==> src/tick_divider.sv <==
`timescale 1ns/1ps

package timer_pkg;
   // Clock and time-base figures.
   localparam int unsigned CLOCK_PERIOD_NS = 50;
   localparam int unsigned TB_PERIOD_NS = 500000;
   localparam int unsigned TB_PERIOD_CYCLES = (TB_PERIOD_NS + CLOCK_PERIOD_NS - 1) / CLOCK_PERIOD_NS;

   // Register word indices; the byte address is four times the index.
   localparam logic [5:0] IDX_CTRL = 6'h00;
   localparam logic [5:0] IDX_SELECT = 6'h01;
   localparam logic [5:0] IDX_PERIOD = 6'h02;
   localparam logic [5:0] IDX_STATUS = 6'h03;

   // Control register bit positions.
   localparam int unsigned CTRL_TRIGGER_BIT = 0;
   localparam int unsigned CTRL_STOP_BIT = 1;
   localparam int unsigned CTRL_EXT_CLOCK_BIT = 2;
   localparam int unsigned CTRL_MONO_BIT = 3;

   // Status register field positions.
   localparam int unsigned STAT_RUNNING_BIT = 0;
   localparam int unsigned STAT_COMBINED_BIT = 1;
   localparam int unsigned STAT_COUNT_LSB = 8;
   localparam int unsigned STAT_PINS_LSB = 16;

   // Values after reset and at a start.
   localparam logic [7:0] COUNT_STOPPED = 8'hff;
   localparam logic [7:0] COUNT_START = 8'h00;
   localparam logic [7:0] SELECT_RESET = 8'h00;
   localparam logic [31:0] READ_ZERO = 32'h00000000;
endpackage : timer_pkg

////////////////////////////////////////////////////////////////////////////////

module tick_divider (
   // Clock and reset.
   input wire logic i_clock,
   input wire logic i_rst,
   // Control.
   input wire logic i_enable,
   input wire logic [15:0] i_period,
   // Tick out.
   output logic o_tick
);

   typedef struct packed {
      logic [15:0] count;
      logic tick;
   } div_state_t;

   div_state_t state_reg;
   div_state_t state_next;
   logic [15:0] period_eff;

   // A zero period would never tick, so it counts as one cycle.
   assign period_eff = (i_period == 16'h0000) ? 16'h0001 : i_period;

   // Down-counter that restarts a full period whenever it is held off.
   always_comb begin
      state_next = state_reg;
      state_next.tick = 1'b0;
      if (!i_enable) begin
         state_next.count = period_eff - 16'h0001;
      end else if (state_reg.count == 16'h0000) begin
         state_next.count = period_eff - 16'h0001;
         state_next.tick = 1'b1;
      end else begin
         state_next.count = state_reg.count - 16'h0001;
      end
   end

   // State register.
   always_ff @(posedge i_clock) begin
      if (i_rst) begin
         state_reg <= '0;
      end else begin
         state_reg <= state_next;
      end
   end

   assign o_tick = state_reg.tick;

endmodule : tick_divider

==> src/binary_delay_timer.sv <==
`timescale 1ns/1ps

// Behaviour
// Trigger starts time base, clears all outputs.
// Triggers ignored while running until reset.
// Reset blocks tick, sets outputs high.
// Tick clocks eight-stage counter, stages visible.
// Combined output low if any selected low.
// Monostable delay equals weighted sum of stages.
// Astable runs continuously until external reset.
// External tick may replace internal time base.
// Top stage falls after 256 periods.
// All eight selected: high only at end.
// External tick counts on falling edge.
// Reset wins over simultaneous trigger.
// Selection held fixed during a count; the code accepts select writes at any time, running or not.
module binary_delay_timer #(
   parameter logic [15:0] TB_PERIOD = 16'(timer_pkg::TB_PERIOD_CYCLES)
) (
   // Clock and reset.
   input wire logic i_clock,
   input wire logic i_rst,
   // Wishbone slave.
   input wire logic i_wb_cyc,
   input wire logic i_wb_stb,
   input wire logic i_wb_we,
   input wire logic [7:0] i_wb_adr,
   input wire logic [3:0] i_wb_sel,
   input wire logic [31:0] i_wb_dat,
   output logic [31:0] o_wb_dat,
   output logic o_wb_ack,
   // Control pins.
   input wire logic i_trigger,
   input wire logic i_reset,
   input wire logic i_ext_tick,
   // Open-collector counter pins.
   input wire logic [7:0] i_count_pin,
   output logic [7:0] o_count_pin,
   output logic [7:0] o_count_pin_oe_n,
   // Observation outputs.
   output logic o_combined,
   output logic o_count_msb_output,
   output logic o_count_lsb_output,
   output logic o_count_stage_five_output,
   output logic o_time_base_tick,
   output logic o_running
);

   ////////////////////////////////////////////////////////////////////////////

   typedef struct packed {
      logic [7:0] count;
      logic running;
      logic combined;
      logic tick_out;
      logic trig_prev;
      logic ext_prev;
      logic [7:0] select;
      logic ext_clock;
      logic mono;
      logic [15:0] period;
      logic ack;
      logic [31:0] rdata;
   } timer_state_t;

   timer_state_t state_reg;
   timer_state_t state_next;
   logic int_tick;
   logic tick;
   logic trig_edge;
   logic ext_fall;
   logic wb_req;
   logic wb_write;
   logic [5:0] word_idx;
   logic sw_trigger;
   logic sw_stop;
   logic feedback_stop;
   logic stop;

   ////////////////////////////////////////////////////////////////////////////

   // Internal time base runs only while counting on the internal source.
   tick_divider u_time_base (
      .i_clock(i_clock),
      .i_rst(i_rst),
      .i_enable(state_reg.running & ~state_reg.ext_clock),
      .i_period(state_reg.period),
      .o_tick(int_tick)
   );

   ////////////////////////////////////////////////////////////////////////////

   // Pin edges, bus decode and the start and stop sources.
   always_comb begin
      trig_edge = i_trigger & ~state_reg.trig_prev;
      ext_fall = state_reg.ext_prev & ~i_ext_tick;
      tick = state_reg.running & (state_reg.ext_clock ? ext_fall : int_tick);
      wb_req = i_wb_cyc & i_wb_stb;
      wb_write = wb_req & i_wb_we & state_reg.ack;
      word_idx = i_wb_adr[7:2];
      sw_trigger = wb_write & (word_idx == timer_pkg::IDX_CTRL) & i_wb_sel[0]
         & i_wb_dat[timer_pkg::CTRL_TRIGGER_BIT];
      sw_stop = wb_write & (word_idx == timer_pkg::IDX_CTRL) & i_wb_sel[0]
         & i_wb_dat[timer_pkg::CTRL_STOP_BIT];
      // Monostable: the combined output going high feeds the reset.
      feedback_stop = state_reg.mono & state_reg.running & state_reg.combined;
      // Without feedback only an outside reset or a bus stop ends the run.
      stop = i_reset | sw_stop | feedback_stop;
   end

   // Next-state logic for the counter, the registers and the bus answer.
   always_comb begin
      state_next = state_reg;
      state_next.trig_prev = i_trigger;
      state_next.ext_prev = i_ext_tick;
      state_next.tick_out = tick;

      // Stop takes priority over any trigger in the same cycle.
      if (stop) begin
         state_next.count = timer_pkg::COUNT_STOPPED;
         state_next.running = 1'b0;
      end else if ((trig_edge | sw_trigger) & ~state_reg.running) begin
         state_next.count = timer_pkg::COUNT_START;
         state_next.running = 1'b1;
      end else if (tick) begin
         // Binary count; the top stage falls on the 256th tick.
         state_next.count = state_reg.count + 8'h01;
      end

      // Register writes take effect at the edge where ack is sampled.
      if (wb_write) begin
         unique case (word_idx)
            timer_pkg::IDX_CTRL: begin
               if (i_wb_sel[0]) begin
                  state_next.ext_clock = i_wb_dat[timer_pkg::CTRL_EXT_CLOCK_BIT];
                  state_next.mono = i_wb_dat[timer_pkg::CTRL_MONO_BIT];
               end
            end
            timer_pkg::IDX_SELECT: begin
               if (i_wb_sel[0]) begin
                  state_next.select = i_wb_dat[7:0];
               end
            end
            timer_pkg::IDX_PERIOD: begin
               if (i_wb_sel[0]) begin
                  state_next.period[7:0] = i_wb_dat[7:0];
               end
               if (i_wb_sel[1]) begin
                  state_next.period[15:8] = i_wb_dat[15:8];
               end
            end
            default: begin
            end
         endcase
      end

      // Wired-OR: low while any selected stage is low.
      state_next.combined = &(state_next.count | ~state_next.select);

      // One ack per request, dropped in the following cycle.
      state_next.ack = wb_req & ~state_reg.ack;
      if (wb_req & ~state_reg.ack) begin
         state_next.rdata = timer_pkg::READ_ZERO;
         unique case (word_idx)
            timer_pkg::IDX_CTRL: begin
               state_next.rdata[timer_pkg::CTRL_EXT_CLOCK_BIT] = state_reg.ext_clock;
               state_next.rdata[timer_pkg::CTRL_MONO_BIT] = state_reg.mono;
            end
            timer_pkg::IDX_SELECT: begin
               state_next.rdata[7:0] = state_reg.select;
            end
            timer_pkg::IDX_PERIOD: begin
               state_next.rdata[15:0] = state_reg.period;
            end
            timer_pkg::IDX_STATUS: begin
               state_next.rdata[timer_pkg::STAT_RUNNING_BIT] = state_reg.running;
               state_next.rdata[timer_pkg::STAT_COMBINED_BIT] = state_reg.combined;
               state_next.rdata[timer_pkg::STAT_COUNT_LSB +: 8] = state_reg.count;
               state_next.rdata[timer_pkg::STAT_PINS_LSB +: 8] = i_count_pin;
            end
            default: begin
            end
         endcase
      end
   end

   // State register; after reset the counter is stopped with outputs high.
   always_ff @(posedge i_clock) begin
      if (i_rst) begin
         state_reg.count <= timer_pkg::COUNT_STOPPED;
         state_reg.running <= 1'b0;
         state_reg.combined <= 1'b1;
         state_reg.tick_out <= 1'b0;
         state_reg.trig_prev <= 1'b0;
         state_reg.ext_prev <= 1'b0;
         state_reg.select <= timer_pkg::SELECT_RESET;
         state_reg.ext_clock <= 1'b0;
         state_reg.mono <= 1'b0;
         state_reg.period <= TB_PERIOD;
         state_reg.ack <= 1'b0;
         state_reg.rdata <= timer_pkg::READ_ZERO;
      end else begin
         state_reg <= state_next;
      end
   end

   ////////////////////////////////////////////////////////////////////////////

   // Open-collector stages pull low while their bit is low.
   assign o_count_pin = 8'h00;
   assign o_count_pin_oe_n = state_reg.count;

   // Bus and observation outputs.
   assign o_wb_dat = state_reg.rdata;
   assign o_wb_ack = state_reg.ack;
   assign o_combined = state_reg.combined;
   assign o_count_msb_output = state_reg.count[7];
   assign o_count_lsb_output = state_reg.count[0];
   assign o_count_stage_five_output = state_reg.count[5];
   assign o_time_base_tick = state_reg.tick_out;
   assign o_running = state_reg.running;

endmodule : binary_delay_timer

==> config.mk <==
export PLATFORM = sky130hd
export DESIGN_NAME = binary_delay_timer
export DESIGN_NICKNAME = d
export VERILOG_FILES = /design/src/tick_divider.sv /design/src/binary_delay_timer.sv
export SDC_FILE = /design/constraint.sdc
export NUM_CORES = 1
export LEC_CHECK = 0
export BUFFER_PORTS_ARGS = -buffer_cell sky130_fd_sc_hd__buf_4
export CORE_MARGIN = 4
export CORE_UTILIZATION = 33
export CTS_CLUSTER_DIAMETER = 30
export CTS_CLUSTER_SIZE = 25
export DETAILED_ROUTE_END_ITERATION = 7
export GPL_TIMING_DRIVEN = 0
export PLACE_DENSITY = 0.55
export SLEW_MARGIN = 20
export SYNTH_ARGS = -nofsm -noshare
export SYNTH_HDL_FRONTEND = slang
export SYNTH_SLANG_ARGS = --single-unit
==> constraint.sdc <==
create_clock -name i_clock -period 5.01 [get_ports i_clock]
set_input_delay 0 -clock i_clock [delete_from_list [all_inputs] [get_ports i_clock]]
set_output_delay 0 -clock i_clock [all_outputs]
set_load 0.02 [all_outputs]
==> impl_results.md, run 1 <==
- H-tree Lvls: 3
- Crit end category: flop
- I/O pin count: around 120
- Post-synthesis sequential area ratio: 0.383
- Area growth, synth to finish: 32.5%
- Post-DP HPWL: 9040 µm
- Nets: 680
- Status: completed
- CTS tree: done
- Final setup viols: 0
- Synth area leader: dfxtp_1
- Power Density: 274 nW/µm²
- Sink Count: 81
- Worst R2R Setup Slack: 1.95 ns
- Antenna viol nets, final: 0
- Worst r2r dst: u_time_base.state_reg[13]
- Hold Crit Depth: 4
- Clock-pin slew on the worst setup and hold paths: 0.06 ns
- Top-area cell type share of the netlist area: 0.383
- Mapped cell area: roughly 4200 µm²
- Worst path slowest cell: or4b_2
- Commonest cells in the netlist: 81 x dfxtp_1, 71 x nor2_1, 48 x buf_4
- Critical path fanouts, max: 7
- Hold Path Origin: i_wb_dat[9]
- # diodes: 0
- Largest register FFs: 28
- Yosys cell types: 60
- Skew-Pair Late Insertion Delay: around 0.34 ns
- Detailed-route via count: between 3,000 and 4,000
- CORE AREA: 12,600 µm²
- GP Congestion: 0.808
- Reg2reg start: state_reg[38]
- Final Hold Vio Count: 0
- DRC errors left: 0
- Final Critical Period: 3.06 ns
- Fin crit share: 0.610
- P_leak: between 0.002 and 0.003 µW
- Total Neg Setup Slack: 0 ns
- CTS buffer count: 9
- CP Launch Type: flop
- Hold Crit Class: in -> reg
- DP Cell Count: about 750
- PostCTS Resize Cnt: 0
- Row count: 41
- Most numerous cell in the Yosys netlist: dfxtp_1
- Seq cells post-synth: 81
- Register-to-Register Path Depth: 11
- Largest net degree at the start of global routing: 13
- Highest Clock Rate: ~330 MHz
- Top FF cell, synth: dfxtp_1
- Max-Slew Margin vs Limit: 0.469
- Vias in the first global route: 3,818
- Max cap viols: 0
- Post-Route WL: 11,700 µm
- Slew @ Worst Pin: 0.797 ns
- Synthesized instance count: 490
- Initial Util: 0.336
- Vias/cell: 4.71
- Mean routed wirelength per cell: roughly 15 µm
- Chip Height: 121 µm
- First-pass GRT wire length: 19,100 µm
- Synth area leaders: dfxtp_1 38%, buf_4 8.5%, nor2_1 6.3%
- Buffers on Ports: between 70 and 80
- Max IR drop VDD: roughly 160 µV
- Maximum clock insertion buffer count: 2
- Chip Width: 121 µm
- Number of flops mapped to enable cells by yosys: 0
- CTS root buffer: clkbuf_16
- Max-slew violation count: 0
- Async SR Flop Fraction: 0
- Pre-Repair DR Iteration Count: 4
- Crit path arrival time: roughly 3.3 ns
- Total congestion overflow: 0
- Initial antenna violation count: 0
- Mean Syn Cell Area: 8.65 µm²
- Gr usage total: 0.165
- Unrepaired setup endpoints after global routing: false
- Fillers: 1,317
- Destination of the worst hold path: state_reg[42]
- WP data required: 5.26 ns
- Yosys warnings: 0
- Max incr delay on CP: 0.65 ns
- Die Area: 14,700 µm²
- Setup CP Type: reg -> reg
- Share of layout cells above drive strength 1: 0.260
- Worst path cell trace: clkbuf_1, nor3_1, and3_1, a21oi_1, ha_1, or4b_2, nor4_2, nand2b_1, xnor2_1, nor2_1, a211oi_1
- First-iteration detailed-routing DRC count: approximately 160
- Clk_skew: 0.00602 ns
- Fin cells: 792
metal layers:
| layer | vias to the layer above | track usage | share of wire | wire length, µm |
|---|---|---|---|---|
| li1 | 1902 | - | - | - |
| met1 | 1741 | 0.201 | 0.44 | 5210 |
| met2 | 73 | 0.295 | 0.50 | 5910 |
| met3 | 11 | 0.0303 | 0.039 | 454 |
| met4 | 0 | 0.0490 | 0.014 | 164 |
| met5 | - | 0 | 0 | 0 |
critical path, delay by kind of cell, from the launching register on:
family	cells	cell delay, ns
compound gates	2	0.41
xor+xnor	1	0.16
buf+inv	1	0.28
simple gates	6	1.58
flops	1	0.31
fa+ha+maj	1	0.23
placed cells by master, fill, tap and decap left out, drive strengths merged, types with 4 or more instances in the layout:
cell,synthesis,layout
buf,51,127
dfxtp,81,81
nor2,71,71
clkbuf,21,33
nand2,29,29
nor3,26,26
dlygate4sd3,0,24
mux2i,23,23
nand3,17,17
xnor2,17,17
conb,1,16
a21oi,15,15
xor2,14,14
a211oi,13,13
a221oi,12,12
inv,9,9
nand2b,8,8
o21ai,8,8
nor2b,7,7
or3,6,6
a211o,5,5
and2,5,5
a22oi,4,4
ha,4,4
and3,4,4
nor4,4,4
how the worst max path moves through the flow:
stage | startpoint | slack, ns | to | depth (start not counted)
6_report | state_reg[38] | 1.95 | u_time_base.state_reg[13] | 11
3_3_place_gp | state_reg[38] | 1.99 | u_time_base.state_reg[11] | 11
4_1_cts | state_reg[38] | 1.95 | u_time_base.state_reg[11] | 11
2_1_floorplan | state_reg[38] | 2.32 | u_time_base.state_reg[13] | 11
3_5_place_dp | state_reg[38] | 1.96 | u_time_base.state_reg[11] | 11
5_1_grt | state_reg[38] | 1.70 | u_time_base.state_reg[13] | 11
power breakdown:
group / leakage, µW / total [µW] / internal [µW] / switching [µW]
Sequential: 0.000660 / 678 / 661 / 16.9
Combinational: 0.00169 / 194 / 94.6 / 99.3
Clock: 0.000148 / 665 / 409 / 256
final cells by class:
| cell class | count | area [µm²] | area share |
|---|---|---|---|
| Clock inverter | 3 | 40.0 | 0.00713 |
| Sequential cell | 81 | 1620 | 0.289 |
| Buffer | 73 | 502 | 0.0893 |
| Multi-Input combinational cell | 342 | 2140 | 0.381 |
| Timing Repair Buffer | 100 | 811 | 0.144 |
| Tap cell | 172 | 215 | 0.0383 |
| Inverter | 9 | 33.8 | 0.00601 |
| Clock buffer | 12 | 256 | 0.0457 |
what timing repair did:
action                                 4_1_cts  5_1_grt
endpoints found under the hold margin       32        0
buffers inserted                             0        0
hold buffers                                24        0
metrics by stage:
stage          instance area [µm²]  power (µW)  setup slack, ns   util  hold WS (ns)
2_1_floorplan                 4300         800             2.32      -         0.128
3_3_place_gp                  5080         869             1.99  0.403         0.221
3_5_place_dp                  5080         872             1.96  0.403         0.227
4_1_cts                       5620        1550             1.95  0.445       0.00532
5_1_grt                       5620        1600             1.70  0.445        0.0471
6_report                      5620        1540             1.95  0.445        0.0114
cells by family after synthesis:
logic type               share of synthesized area
AO/OA/AOI/OAI                                0.121
XOR/XNOR                                    0.0640
adder cells (fa/ha/maj)                     0.0118
buffers and inverters                        0.126
flip-flops                                   0.383
multiplexers                                0.0596
other                                     0.000885
AND/OR/NAND/NOR                              0.234
Note: power is estimated with default switching activity, not from simulation.
==> run 2, diff against run 1 <==
Settings changed: PLACE_DENSITY 0.55 to 0.57.
Clock period 5.01 ns to 2.79 ns, I/O delays scaled along.
==> impl_results.md, run 2 (synthesis gave the netlist of run 1 again) <==
- Pre-Repair DR Iteration Count: 4 (unchanged)
- Gr usage total: 0.161 (-0.00434)
- Row count: 41 (unchanged)
- Crit path arrival time: 2.84 ns (-0.47 ns)
- Vias in the first global route: 3,763 (-1.4%)
- Stages on worst setup path: 10 (-1)
- DRC errors left: 0 (unchanged)
- Total Neg Setup Slack: 0 ns (unchanged)
- Chip Height: 121 µm (unchanged)
- CORE AREA: 12,600 µm² (unchanged)
- Die Area: 14,700 µm² (unchanged)
- Vias/cell: 4.77 (+1.3%)
- Total congestion overflow: 0 (unchanged)
- CP Buf/Inv Count: 0 (-1)
- Max-slew violation count: 0 (unchanged)
- Nets: 680 (unchanged)
- Hold Crit Depth: 4 (unchanged)
- Clk_skew: 0.00361 ns (-0.00242 ns)
- Max incr delay on CP: 0.60 ns (-0.05 ns)
- CP top delay family: simple AND/OR/NAND/NOR gates
- Crit end category: flop
- Post-Route WL: 11,600 µm (-0.95%)
- CTS tree: done
- Status: completed
- Skew-Pair Late Insertion Delay: 0.33 ns (about the same)
- H-tree Lvls: 3 (unchanged)
- First-iteration detailed-routing DRC count: 131 (-17%)
- Critical path fanouts, max: 6 (-1)
- GRT met2 Usage: 0.290 (-0.00518)
- Global route hottest layer: met2
- CP Launch Type: flop
- I/O pin count: 115 (unchanged)
- Initial antenna violation count: 0 (unchanged)
- Max-Slew Margin vs Limit: 0.514 (+0.0450)
- Slew @ Worst Pin: 0.729 ns (-0.0675 ns)
- Final Critical Period: 2.60 ns (-0.459 ns)
- Chip Width: 121 µm (unchanged)
- WP data required: 3.03 ns (-2.23 ns)
- Buffers on Ports: 76 (unchanged)
- Antenna viol nets, final: 0 (unchanged)
- Post-DP HPWL: 8840 µm (-2.2%)
- Area growth, synth to finish: 32.6% (about the same)
- First-pass GRT wire length: 18,700 µm (-2.1%)
- Grt met3 use: 0.0312 (+0.000932)
- Setup CP Type: reg -> reg
- Initial Util: 0.336 (unchanged)
- Max IR drop VDD: 345 µV (+120%)
- Power Density: 466 nW/µm² (+70%)
- P_leak: 0.00250 µW (-0.12%)
- Final setup viols: 0 (unchanged)
- Share of layout cells above drive strength 1: 0.281 (+0.0210)
- CTS root buffer: clkbuf_16
- Worst path cell trace: or4_1, nor3_2, a21oi_2, ha_1, or4b_4, nor4_4, nand2b_1, xnor2_1, nor2_1, a211oi_1
- Clock-pin slew on the worst setup and hold paths: 0.06 ns (about the same)
- Fin crit share: 0.932 (+0.321)
- Max cap viols: 0 (unchanged)
- Unrepaired setup endpoints after global routing: false
- Met1 usage: 0.193 (-0.00813)
- GP Congestion: 0.836 (+3.4%)
- Sink Count: 81 (unchanged)
- Post-place setup slack: -0.287 ns (-2.25 ns)
- Detailed-route via count: 3,776 (+1.3%)
- Most common cell after layout, fill and taps aside: buf_4
- Mean routed wirelength per cell: 14.7 µm (-0.95%)
- Setup ws final: 0.191 ns (-1.76 ns)
- Final Hold Vio Count: 0 (unchanged)
- Maximum clock insertion buffer count: 2 (unchanged)
- # diodes: 0 (unchanged)
- Most frequent cells in the layout: 125 x buf_4, 71 x nor2_1, 71 x dfxtp_1, 29 x nand2_1
- Worst path slowest cell: or4_1
- Largest net degree at the start of global routing: 13 (unchanged)
- Register-to-Register Path Depth: 10 (-1)
- CTS buffer count: 9 (unchanged)
- Highest Clock Rate: 385 MHz (+18%)
- Largest register FFs: 28 (unchanged)
- Hold Crit Class: in -> reg
==> run 2: through the flow <==
step	utilization	std cells	power (µW)	hold slack [ns]	cell area (µm²)
final	0.445	792	2620	0.0110	5620
after global routing	0.445	792	2740	0.0313	5620
after CTS	0.445	792	2650	0.0108	5620
after detailed placement	0.403	753	1560	0.229	5080
after global placement	0.403	753	1560	0.222	5080
after floorplan	-	505	1440	0.128	4300
==> run 2: final cells by class <==
type,instances,area (µm²)
sequential,81,1630
clock inverter,4,20.0
clock buffer,11,243
fill,1295,7000
inverter,9,33.8
tap,172,215
buffer,72,498
multi-input combinational,342,2160
timing repair buffer,101,818
==> run 2: worst paths after layout <==
kind	startpoint	to	slack, ns
setup reg to reg	state_reg[41]	u_time_base.state_reg[13]	0.19
hold / removal	i_wb_dat[9]	state_reg[42]	0.01
setup / recovery	state_reg[41]	u_time_base.state_reg[13]	0.19
hold reg to reg	o_wb_dat[22]	o_wb_dat[22]	0.45
==> run 2: repair_timing <==
item | 4_1_cts | 5_1_grt
resized for setup | 12 | 2
setup endpoints to repair | 5 | 4
setup buffers | 1 | 0
pin swaps | 1 | 1
hold buffers | 24 | 0
endpoints found under the hold margin | 33 | 0
==> run 2: per-layer routing <==
metal  vias up  share of wire  wire [µm]
met1      1786           0.44       5070
li1       1902              -          -
met3        15          0.037        435
met5         -              0          0
met4         0          0.016        189
met2        73           0.51       5930
==> run 2: worst reg2reg max path, delay by kind of cell (launching register included) <==
family / cells / cell delay (ns)
simple gates: 6 / 1.46
flops: 1 / 0.36
compound gates: 2 / 0.35
fa+ha+maj: 1 / 0.23
xor+xnor: 1 / 0.12
==> run 2: report_power, final <==
| part | leakage (µW) | switching (µW) | internal (µW) | total [µW] |
|---|---|---|---|---|
| Clock | 0.000135 | 440 | 615 | 1050 |
| Sequential | 0.000662 | 29.9 | 1190 | 1220 |
| Combinational | 0.00170 | 177 | 170 | 347 |
